[config.mk]
export PLATFORM = sky130hd
export DESIGN_NAME = upo_override_regs
export DESIGN_NICKNAME = d
export VERILOG_FILES = /design/src/design/upo_pkg.sv /design/src/design/upo_override_regs.sv
export SDC_FILE = /design/constraint.sdc
export NUM_CORES = 1
export LEC_CHECK = 0
export ABC_CLOCK_PERIOD_IN_PS = 1800
export BUFFER_PORTS_ARGS = -buffer_cell sky130_fd_sc_hd__buf_2
export CAP_MARGIN = 20
export CORE_ASPECT_RATIO = 0.9
export CORE_MARGIN = 2
export CORE_UTILIZATION = 45
export CTS_CLUSTER_DIAMETER = 60
export DETAILED_ROUTE_END_ITERATION = 10
export GPL_ROUTABILITY_DRIVEN = 0
export PLACE_DENSITY_LB_ADDON = 0.1
export SLEW_MARGIN = 20
export SYNTH_ARGS = -nofsm -noshare
export SYNTH_HDL_FRONTEND = slang
export SYNTH_SLANG_ARGS = --single-unit
[constraint.sdc]
create_clock -name ref_clk -period 1.8 [get_ports ref_clk]
set_input_delay 0.18 -clock ref_clk [delete_from_list [all_inputs] [get_ports ref_clk]]
set_output_delay 0.18 -clock ref_clk [all_outputs]
set_load 0.02 [all_outputs]
[src/design/upo_pkg.sv]
package upo_pkg;
  // Configuration offsets of the three registers
  localparam logic [7:0] UPO_OFS_SWING_DE = 8'he4;
  localparam logic [7:0] UPO_OFS_EQ = 8'he8;
  localparam logic [7:0] UPO_OFS_OV_EN = 8'hec;
  // Reset values
  localparam logic [31:0] UPO_RST_SWING_DE = 32'h0000_0000;
  localparam logic [31:0] UPO_RST_EQ = 32'h0000_0000;
  localparam logic [31:0] UPO_RST_OV_EN = 32'h0000_0000;
  // Field layout: each port owns one byte lane
  localparam int UPO_PORT_STRIDE = 8;
  localparam int UPO_HI_CODE_POS = 4;
  localparam int UPO_LO_CODE_POS = 0;
  localparam int UPO_DE_EN_POS = 0;
  localparam int UPO_SWING_EN_POS = 1;
  localparam int UPO_EQ_EN_POS = 2;
  // Writable bits of the enable register
  localparam logic [31:0] UPO_OV_EN_MASK = 32'h0707_0707;
  localparam int UPO_NUM_PORTS = 4;
  localparam int UPO_CODE_W = 4;
endpackage

[src/design/upo_override_regs.sv]
`timescale 1ns/1ns
module upo_override_regs
  import upo_pkg::*;
#(
  parameter int NUM_PORTS = upo_pkg::UPO_NUM_PORTS
) (
  // Clock and resets
  input wire logic ref_clk,
  input wire logic rst,
  input wire logic link_reset_n,
  input wire logic global_reset_n,
  // Configuration access
  input wire logic cfg_wr,
  input wire logic cfg_rd,
  input wire logic [7:0] cfg_addr,
  input wire logic [3:0] cfg_be,
  input wire logic [31:0] cfg_wdata,
  output logic [31:0] cfg_rdata,
  output logic cfg_rvalid,
  // Internal PHY defaults, four bits per port
  input wire logic [4*upo_pkg::UPO_CODE_W-1:0] dflt_swing,
  input wire logic [4*upo_pkg::UPO_CODE_W-1:0] dflt_deemph,
  input wire logic [4*upo_pkg::UPO_CODE_W-1:0] dflt_eq_init,
  input wire logic [4*upo_pkg::UPO_CODE_W-1:0] dflt_eq_func,
  // Settings applied to the PHY, four bits per port
  output logic [4*upo_pkg::UPO_CODE_W-1:0] phy_swing,
  output logic [4*upo_pkg::UPO_CODE_W-1:0] phy_deemph,
  output logic [4*upo_pkg::UPO_CODE_W-1:0] phy_eq_init,
  output logic [4*upo_pkg::UPO_CODE_W-1:0] phy_eq_func
);
  import upo_pkg::*;

  // Only the two-port and four-port builds exist
  if (NUM_PORTS != 2 && NUM_PORTS != 4) begin : g_bad_num_ports
    $error("NUM_PORTS must be 2 or 4");
  end

  // Both codes of a port share one byte lane
  if (2 * UPO_CODE_W > UPO_PORT_STRIDE) begin : g_bad_lane
    $error("two codes must fit one byte lane");
  end

  // Width of one settings bus across all four ports
  localparam int SET_W = 4 * UPO_CODE_W;

  // Reset pin synchronisers, two flops each
  logic link_meta_ff;
  logic link_sync_n_ff;
  logic glob_meta_ff;
  logic glob_sync_n_ff;

  // Combined synchronous clear
  logic clr;

  // Register storage and next values
  logic [31:0] swing_de_ff;
  logic [31:0] nxt_swing_de;
  logic [31:0] eq_ff;
  logic [31:0] nxt_eq;
  logic [31:0] ov_en_ff;
  logic [31:0] nxt_ov_en;

  // Write decode
  logic [31:0] wmask;
  logic wr_swing_de;
  logic wr_eq;
  logic wr_ov_en;

  // Read path
  logic [31:0] cfg_rdata_ff;
  logic [31:0] nxt_rdata;
  logic cfg_rvalid_ff;

  // Applied settings: next value built per port, then one flop per bus
  wire logic [SET_W-1:0] nxt_phy_swing;
  wire logic [SET_W-1:0] nxt_phy_deemph;
  wire logic [SET_W-1:0] nxt_phy_eq_init;
  wire logic [SET_W-1:0] nxt_phy_eq_func;
  logic [SET_W-1:0] phy_swing_ff;
  logic [SET_W-1:0] phy_deemph_ff;
  logic [SET_W-1:0] phy_eq_init_ff;
  logic [SET_W-1:0] phy_eq_func_ff;

  // Link reset pin; only the second flop is read by logic
  always_ff @(posedge ref_clk) begin
    link_meta_ff <= link_reset_n;
    link_sync_n_ff <= link_meta_ff;
  end

  // Global reset pin; only the second flop is read by logic
  always_ff @(posedge ref_clk) begin
    glob_meta_ff <= global_reset_n;
    glob_sync_n_ff <= glob_meta_ff;
  end

  // three reset sources
  // Pin resets take effect two to three edges late, through the synchronisers
  assign clr = rst | ~link_sync_n_ff | ~glob_sync_n_ff;

  // Byte enables widened to a bit mask
  assign wmask = {{8{cfg_be[3]}}, {8{cfg_be[2]}}, {8{cfg_be[1]}}, {8{cfg_be[0]}}};

  // One strobe per mapped offset; other offsets write nothing
  assign wr_swing_de = cfg_wr & (cfg_addr == UPO_OFS_SWING_DE);
  assign wr_eq = cfg_wr & (cfg_addr == UPO_OFS_EQ);
  assign wr_ov_en = cfg_wr & (cfg_addr == UPO_OFS_OV_EN);

  // Byte-masked merge of new data into each register
  always_comb begin
    nxt_swing_de = (swing_de_ff & ~wmask) | (cfg_wdata & wmask);
    nxt_eq = (eq_ff & ~wmask) | (cfg_wdata & wmask);
    nxt_ov_en = (ov_en_ff & ~(wmask & UPO_OV_EN_MASK)) |
                (cfg_wdata & wmask & UPO_OV_EN_MASK);
  end

  // swing and de-emphasis storage
  // Clear wins over a write, so writes during a clear are lost
  always_ff @(posedge ref_clk) begin
    if (clr) begin
      swing_de_ff <= UPO_RST_SWING_DE;
    end else if (wr_swing_de) begin
      swing_de_ff <= nxt_swing_de;
    end
  end

  // equalizer code storage
  // Same clear priority as the swing register
  always_ff @(posedge ref_clk) begin
    if (clr) begin
      eq_ff <= UPO_RST_EQ;
    end else if (wr_eq) begin
      eq_ff <= nxt_eq;
    end
  end

  // enable storage
  // Clearing the enables hands every setting back to its default
  always_ff @(posedge ref_clk) begin
    if (clr) begin
      ov_en_ff <= UPO_RST_OV_EN;
    end else if (wr_ov_en) begin
      ov_en_ff <= nxt_ov_en;
    end
  end

  // Read select; unmapped offsets read as zero
  always_comb begin
    unique case (cfg_addr)
      UPO_OFS_SWING_DE: nxt_rdata = swing_de_ff;
      UPO_OFS_EQ: nxt_rdata = eq_ff;
      UPO_OFS_OV_EN: nxt_rdata = ov_en_ff;
      default: nxt_rdata = 32'h0000_0000;
    endcase
  end

  // Read data follows the address every cycle; the strobe only marks it valid
  always_ff @(posedge ref_clk) begin
    if (rst) begin
      cfg_rdata_ff <= 32'h0000_0000;
    end else begin
      cfg_rdata_ff <= nxt_rdata;
    end
  end

  // One-cycle valid pulse, one edge after the read strobe
  always_ff @(posedge ref_clk) begin
    if (rst) begin
      cfg_rvalid_ff <= 1'h0;
    end else begin
      cfg_rvalid_ff <= cfg_rd;
    end
  end

  // Per-port override selection
  for (genvar p = 0; p < 4; p++) begin : g_port
    localparam int B = p * UPO_PORT_STRIDE;
    localparam int O = p * UPO_CODE_W;
    // absent ports follow defaults
    // Their codes stay writable and readable; they just never reach the PHY
    localparam logic PRESENT = (p < NUM_PORTS);
    logic de_on;
    logic sw_on;
    logic eq_on;
    logic [UPO_CODE_W-1:0] swing_code;
    logic [UPO_CODE_W-1:0] deemph_code;
    logic [UPO_CODE_W-1:0] eq_init_code;
    logic [UPO_CODE_W-1:0] eq_func_code;

    assign de_on = PRESENT & ov_en_ff[B + UPO_DE_EN_POS];
    assign sw_on = PRESENT & ov_en_ff[B + UPO_SWING_EN_POS];
    assign eq_on = PRESENT & ov_en_ff[B + UPO_EQ_EN_POS];

    assign swing_code = swing_de_ff[B + UPO_HI_CODE_POS +: UPO_CODE_W];
    assign deemph_code = swing_de_ff[B + UPO_LO_CODE_POS +: UPO_CODE_W];
    assign eq_init_code = eq_ff[B + UPO_HI_CODE_POS +: UPO_CODE_W];
    assign eq_func_code = eq_ff[B + UPO_LO_CODE_POS +: UPO_CODE_W];

    // override or default
    // One equalization enable steers both the init and the functional code
    assign nxt_phy_swing[O +: UPO_CODE_W] = sw_on ? swing_code
                                                  : dflt_swing[O +: UPO_CODE_W];
    assign nxt_phy_deemph[O +: UPO_CODE_W] = de_on ? deemph_code
                                                   : dflt_deemph[O +: UPO_CODE_W];
    assign nxt_phy_eq_init[O +: UPO_CODE_W] = eq_on ? eq_init_code
                                                    : dflt_eq_init[O +: UPO_CODE_W];
    assign nxt_phy_eq_func[O +: UPO_CODE_W] = eq_on ? eq_func_code
                                                    : dflt_eq_func[O +: UPO_CODE_W];
  end

  // Applied swing; defaults keep flowing during a pin reset
  always_ff @(posedge ref_clk) begin
    if (rst) begin
      phy_swing_ff <= 16'h0000;
    end else begin
      phy_swing_ff <= nxt_phy_swing;
    end
  end

  // Applied de-emphasis
  always_ff @(posedge ref_clk) begin
    if (rst) begin
      phy_deemph_ff <= 16'h0000;
    end else begin
      phy_deemph_ff <= nxt_phy_deemph;
    end
  end

  // Applied equalizer init setting
  always_ff @(posedge ref_clk) begin
    if (rst) begin
      phy_eq_init_ff <= 16'h0000;
    end else begin
      phy_eq_init_ff <= nxt_phy_eq_init;
    end
  end

  // Applied equalizer functional setting
  always_ff @(posedge ref_clk) begin
    if (rst) begin
      phy_eq_func_ff <= 16'h0000;
    end else begin
      phy_eq_func_ff <= nxt_phy_eq_func;
    end
  end

  // Outputs come straight from their flops
  assign cfg_rdata = cfg_rdata_ff;
  assign cfg_rvalid = cfg_rvalid_ff;
  assign phy_swing = phy_swing_ff;
  assign phy_deemph = phy_deemph_ff;
  assign phy_eq_init = phy_eq_init_ff;
  assign phy_eq_func = phy_eq_func_ff;

endmodule

==> qor.txt, run 1 <==
========================================================================================
Outcome                                                                     finished clean
Switching share of power                                                           0.223
Setup repair after global routing missed its margin                                false
Share of power burned in combinational logic                                       0.076
CTS Sinks                                                                            177
Clock buffers created by TritonCTS                                                    17
Synthesis warning total                                                                0
# Max-Cap Violations                                                                   0
Share of total power in sequential cells                                           0.473
Syn_nets                                                                             763
Area contributors post-synth                                                sky130_fd_sc_hd__dfxtp_1, sky130_fd_sc_hd__mux2i_1, sky130_fd_sc_hd__nand2_1
Count of input and output buffers                                                    210
# setup viols final                                                                    0
Path category of the worst min-delay check                                        in2reg
Core utilization of the finished layout                                            0.644
Leakage                                                                          3.98 nW
Number of flip-flops and latches in the synthesized netlist                          177
Detailed-route vias per instance                                                    4.90
Most frequently used flop master after synthesis                            sky130_fd_sc_hd__dfxtp_1
Max H-tree Level                                                                       4
Post-Syn Area per Cell                                                         10.1 um^2
Clk slew on worst S/H paths                                                      0.07 ns
Area growth syn-to-layout                                                          38.9%
Cell at the root of the clock tree                                          sky130_fd_sc_hd__clkbuf_16
Total grt overflow                                                                     0
Global-route usage over all layers                                                 0.231
First-pass iteration count of the detailed router                                      4
Max-slew violation count                                                               0
DP Area                                                                        7850 um^2
Highest net fanout along the worst path                                                9
Clock tree buffer depth                                                                2
Area of the core region                                                      14,100 um^2
Max Freq                                                                         648 MHz
Total half-perimeter wirelength after legalization and detailed placement      12,000 um
Remaining design rule violation count                                                  0
Initial antenna violation count                                                        4
Nets@finish                                                                        1,022
Kind of end point of the critical path                                          register
WL/cell                                                                          15.6 um
Post-CTS sizing                                                                        0
Commonest non-fill, non-tap cells in the layout                             sky130_fd_sc_hd__buf_2, sky130_fd_sc_hd__dfxtp_1, sky130_fd_sc_hd__mux2i_1
Die outline area                                                             15,500 um^2
Ordered list of cells on the worst path                                     buf_2 > or4b_1 > buf_4 > or3_2 > buf_4 > nor2_1
Leading cell type in the layout, fill and taps excluded                     sky130_fd_sc_hd__buf_2
Chip width                                                                        131 um
Vias in the first global route                                                     5,646
Initial standard-cell utilization of the core                                      0.464
Portion of the post-synthesis area used by sequential elements                     0.542
Wire length of the first global-routing pass                                   27,800 um
Tightest Pin Transition                                                         0.678 ns
Post-synthesis instance area                                                   6540 um^2
Relative slew slack                                                                0.548
Max incr delay on CP                                                             0.55 ns
Final period demand of the worst path                                            1.54 ns
Vias                                                                               5,483
Crit-path slowest cell                                                      sky130_fd_sc_hd__or4b_1
Critical path class                                                               in2reg
VDD IR max                                                                    0.000664 V
Number of synthesized flops with an enable pin                                         0
Layout cells sized above 1                                                         0.314
Required time of the critical path                                               2.16 ns
Insertion delay to the later sink of the worst-skew pair                         0.43 ns
Post-CTS setup buffer count                                                            0
Clock network power share                                                          0.451
Fraction of synthesized cell area taken by the top area cell type                  0.542
Library cell occupying the most area in the post-synthesis netlist          sky130_fd_sc_hd__dfxtp_1
Most used cell along the critical path                                      sky130_fd_sc_hd__buf_4
Power per unit of standard cell area                                         936 nW/um^2
Pin count of the biggest net entering global routing                                  66
Startpoint types                                                               input pin
TritonCTS clock tree                                                                 yes
Unique masters post-synth                                                             29
Post-synthesis cell count                                                            649
Internal                                                                         6.60 mW
Net switching power                                                              1.90 mW
Post-detailed-routing wire length                                              17,400 um
Fin area                                                                       9080 um^2
I/O pin total                                                                        211
Iter 0 DRT Violations                                                                246
Cell Rows                                                                             41
Final Hold Vio Count                                                                   0
Clock tree skew after final layout                                             0.0123 ns
Final Cycle Share                                                                  0.858
Remaining antenna violation count after routing                                        0
Share of synthesized registers carrying an async set or reset                          0
Die Y                                                                             118 um
Critical Path AT                                                                 1.91 ns
========================================================================================
[per-layer routing]
| layer | wire [um] | track usage |
|---|---|---|
| met3 | 1230 | 0.0643 |
| met4 | 318 | 0.102 |
| met2 | 7950 | 0.359 |
| met5 | 13 | 0 |
| met1 | 7920 | 0.298 |
[cells in the mapped netlist (all sizes together), types with 2 or more instances]
cell type    n
nor3         3
and4         2
dfxtp      177
or3          3
mux2i      140
and2         3
mux2        12
a22oi       32
buf         10
nand3        4
nand3b       2
clkbuf      44
nand2      109
nor2        96
nand4        3
nor2b        3
[repair_timing]
action,4_1_cts,5_1_grt
endpoints found under the setup margin,0,0
hold endpoints to repair,60,0
hold buffers,60,0
[critical path, delay by kind of cell]
kind / cells / cell delay (ns)
AND/OR/NAND/NOR: 3 / 1.21
buffers and inverters: 3 / 0.51
[power by group through the flow]
| stage | Clock, mW | Combinational (mW) | Sequential, mW |
|---|---|---|---|
| floorplan | 0 | 0.175 | 4.21 |
| global placement | 0 | 0.540 | 4.10 |
| detailed placement | 0 | 0.547 | 4.10 |
| CTS | 3.90 | 0.650 | 4.02 |
| global route | 4.09 | 0.706 | 4.02 |
| finish | 3.84 | 0.647 | 4.02 |
[per-stage QoR]
stage	hold WS [ns]	TNS [ns]	total power, mW	worst slack, ns	instances
global route	0.0173	0	8.81	0.208	1117
global placement	0.285	-4.03	4.64	-0.112	1022
floorplan	0.208	0	4.38	0.0731	649
detailed placement	0.284	-5.65	4.65	-0.159	1022
finish	0.0138	0	8.50	0.256	1118
CTS	0.000670	0	8.57	0.264	1114
[area by class of cell]
class	count	area (um^2)
clock inverter	12	156
sequential	177	3540
fill	1172	5020
antenna	4	10.0
clock buffer	20	467
tap	193	241
multi-input combinational	418	2780
timing repair buffer	294	1880
[cells by family (layout without fill, tap and decap cells)]
group,Yosys count,count (layout),share of synthesized area
mux,152,152,0.235
simple gates,234,234,0.152
compound gates,32,32,0.0367
buf+inv,54,326,0.0348
other cells,0,4,0
flops,177,177,0.542
[worst paths after layout]
check	to	cells after the start	startpoint	slack, ns
setup reg to reg	cfg_rdata[18]	3	register	0.58
hold / removal	register	3	cfg_wdata[5]	0.01
hold reg to reg	glob_sync_n_ff	0	glob_meta_ff	0.33
setup / recovery	cfg_rdata[18]	6	cfg_addr[1]	0.26
No activity file was read; power rests on OpenSTA's default activity.
==> inputs of run 2 (changes only) <==
--- a/config.mk
+++ b/config.mk
@@ -6,11 +6,13 @@
 export NUM_CORES = 1
 export LEC_CHECK = 0
 export ABC_CLOCK_PERIOD_IN_PS = 1800
-export BUFFER_PORTS_ARGS = -buffer_cell sky130_fd_sc_hd__buf_2
+export BUFFER_PORTS_ARGS = -buffer_cell sky130_fd_sc_hd__buf_4
 export CAP_MARGIN = 20
+export CELL_PAD_IN_SITES_DETAIL_PLACEMENT = 2
+export CELL_PAD_IN_SITES_GLOBAL_PLACEMENT = 2
 export CORE_ASPECT_RATIO = 0.9
 export CORE_MARGIN = 2
-export CORE_UTILIZATION = 45
+export CORE_UTILIZATION = 27
 export CTS_CLUSTER_DIAMETER = 60
 export DETAILED_ROUTE_END_ITERATION = 10
 export GPL_ROUTABILITY_DRIVEN = 0
@@ -19,3 +21,4 @@
 export SYNTH_ARGS = -nofsm -noshare
 export SYNTH_HDL_FRONTEND = slang
 export SYNTH_SLANG_ARGS = --single-unit
+export TNS_END_PERCENT = 10
==> qor.txt, run 2 (synthesis gave the netlist of run 1 again) <==
========================================================================================
Final Hold Vio Count                                                                   0   unchanged
Count of input and output buffers                                                    210   unchanged
Clock buffers created by TritonCTS                                                    17   unchanged
Max Freq                                                                         661 MHz   +2.0%
Global-route usage over all layers                                                 0.183   -0.0479
Critical Path AT                                                                 1.86 ns   -0.05 ns
Layout cells sized above 1                                                         0.318   +0.00400
Max H-tree Level                                                                       4   unchanged
Post-CTS setup buffer count                                                            0   unchanged
Commonest non-fill, non-tap cells in the layout                             sky130_fd_sc_hd__buf_4, sky130_fd_sc_hd__dfxtp_1, sky130_fd_sc_hd__mux2i_1
Critical path depth in cells                                                           5   -1
CP top delay family                                                         simple AND/OR/NAND/NOR gates
Remaining design rule violation count                                                  0   unchanged
Core utilization of the finished layout                                            0.407   -0.237
Final Cycle Share                                                                  0.841   -0.0172
Setup repair after global routing missed its margin                                false
Wire length of the first global-routing pass                                   35,700 um   +28%
Pin count of the biggest net entering global routing                                  66   unchanged
Total half-perimeter wirelength after legalization and detailed placement      16,100 um   +34%
Nets@finish                                                                        1,023   +0.098%
Reg-to-reg startpoint                                                       link_sync_n_ff
Highest net fanout along the worst path                                                8   -1
Die outline area                                                             25,500 um^2   +64%
Outcome                                                                     finished clean
Clk slew on worst S/H paths                                                      0.07 ns   about the same
Power per unit of standard cell area                                         897 nW/um^2   -4.2%
Worst Reg2Reg Path Length in Cells                                                     4   +1
Slack of the worst reg-to-reg path                                               0.42 ns   -0.16 ns
Initial antenna violation count                                                        1   -3
Critical path class                                                               in2reg
Ant diodes                                                                             0   -4
Leading cell type in the layout, fill and taps excluded                     sky130_fd_sc_hd__buf_4
# Max-Cap Violations                                                                   0   unchanged
Initial standard-cell utilization of the core                                      0.273   -0.191
Startpoint types                                                               input pin
Final period demand of the worst path                                            1.51 ns   -0.0309 ns
I/O pin total                                                                        211   unchanged
Most used cell along the critical path                                      sky130_fd_sc_hd__buf_4
VDD IR max                                                                    0.000515 V   -22%
WL/cell                                                                          18.7 um   +20%
Kind of end point of the critical path                                          register
Overall power consumption                                                        8.75 mW   +2.9%
Total grt overflow                                                                     0   unchanged
CTS Sinks                                                                            177   unchanged
Die Y                                                                             152 um   +28%
First-pass iteration count of the detailed router                                      4   unchanged
Ordered list of cells on the worst path                                     buf_4 > or4b_1 > buf_4 > or4_4 > mux2i_1
Path category of the worst min-delay check                                        in2reg
Insertion delay to the later sink of the worst-skew pair                         0.43 ns   about the same
Cell Rows                                                                             54   +32%
Vias                                                                               5,619   +2.5%
Required time of the critical path                                               2.15 ns   about the same
Leakage                                                                          4.11 nW   +3.3%
Cell at the root of the clock tree                                          sky130_fd_sc_hd__clkbuf_16
Chip width                                                                        168 um   +28%
TritonCTS clock tree                                                                 yes
Area of the core region                                                      24,000 um^2   +70%
Area growth syn-to-layout                                                          49.2%
# setup viols final                                                                    0   unchanged
Clock tree skew after final layout                                             0.0113 ns   -0.00101 ns
Post-CTS sizing                                                                        0   unchanged
Crit-path slowest cell                                                      sky130_fd_sc_hd__or4_4
Post-CTS Hold Buffers                                                                 56   -6.7%
Iter 0 DRT Violations                                                                167   -32%
Max incr delay on CP                                                             0.64 ns   +0.09 ns
Tightest Pin Transition                                                         0.804 ns   +0.126 ns
Max-slew violation count                                                               0   unchanged
Detailed-route vias per instance                                                    4.57   -6.9%
Post-detailed-routing wire length                                              23,000 um   +32%
Startpoint of the most critical setup path                                   cfg_addr[1]
Combined buffer and inverter count along the critical path                             2   -1
Filler cell count                                                                  2,528   +120%
Remaining antenna violation count after routing                                        0   unchanged
Clock tree buffer depth                                                                2   unchanged
Vias in the first global route                                                     6,395   +13%
Setup total negative slack                                                          0 ns   unchanged
Relative slew slack                                                                0.464   -0.0842
========================================================================================
[run 2: changes by cell type in the layout (fill, tap and decap cells not counted), moves of 2 or more]
cell / change
sky130_fd_sc_hd__dlygate4sd3_1: -4
sky130_fd_sc_hd__clkbuf_1: +2
sky130_fd_sc_hd__buf_4: +214
sky130_fd_sc_hd__diode_2: -4
sky130_fd_sc_hd__buf_2: -210
sky130_fd_sc_hd__inv_6: +3
sky130_fd_sc_hd__clkinv_2: -3
sky130_fd_sc_hd__clkbuf_8: -2
[run 2: metal layers]
| layer | track usage | share of wire |
|---|---|---|
| met1 | 0.218 | 0.44 |
| met2 | 0.330 | 0.50 |
| met3 | 0.0473 | 0.050 |
| met4 | 0.0483 | 0.010 |
| met5 | 0 | 0.00052 |
[run 2: cell type report]
cell class / count / area [um^2] / area share
clock buffer: 20 / 447 / 0.0458
clock inverter: 12 / 170 / 0.0174
multi-input combinational: 418 / 2790 / 0.286
sequential: 177 / 3540 / 0.363
tap: 308 / 385 / 0.0395
timing repair buffer: 295 / 2420 / 0.248
[run 2: worst register-to-register path, delay by kind of cell (launching register included)]
kind	cells	cell delay, ns
simple gates	2	0.53
flops	1	0.31
buf+inv	1	0.25
mux	1	0.21
[run 2: report_power, final]
part	switching [mW]	internal (mW)
sequential	0.0251	4.00
clock	1.68	2.26
combinational	0.372	0.413
total	2.08	6.67
[run 2: metrics by stage]
| step | std cells | area, um^2 | hold slack, ns | setup slack (ns) |
|---|---|---|---|---|
| floorplan | 649 | 6540 | 0.208 | 0.0731 |
| global placement | 1142 | 8580 | 0.290 | -0.115 |
| detailed placement | 1142 | 8580 | 0.290 | -0.134 |
| CTS | 1230 | 9760 | 0.000307 | 0.304 |
| global route | 1230 | 9760 | 0.00323 | 0.266 |
| finish | 1230 | 9760 | 0.00674 | 0.287 |
[run 2: worst min-delay path by stage]
stage                     from        endpoint  slack (ns)  cells after the start
6_report       dflt_eq_init[5]  phy_eq_init[5]       0.007                      3
4_1_cts        dflt_eq_init[5]  phy_eq_init[5]      0.0003                      3
3_3_place_gp    global_reset_n    glob_meta_ff        0.29                      1
3_5_place_dp    global_reset_n    glob_meta_ff        0.29                      1
2_1_floorplan   global_reset_n    glob_meta_ff        0.21                      0
5_1_grt        dflt_eq_func[0]  phy_eq_func[0]       0.003                      3
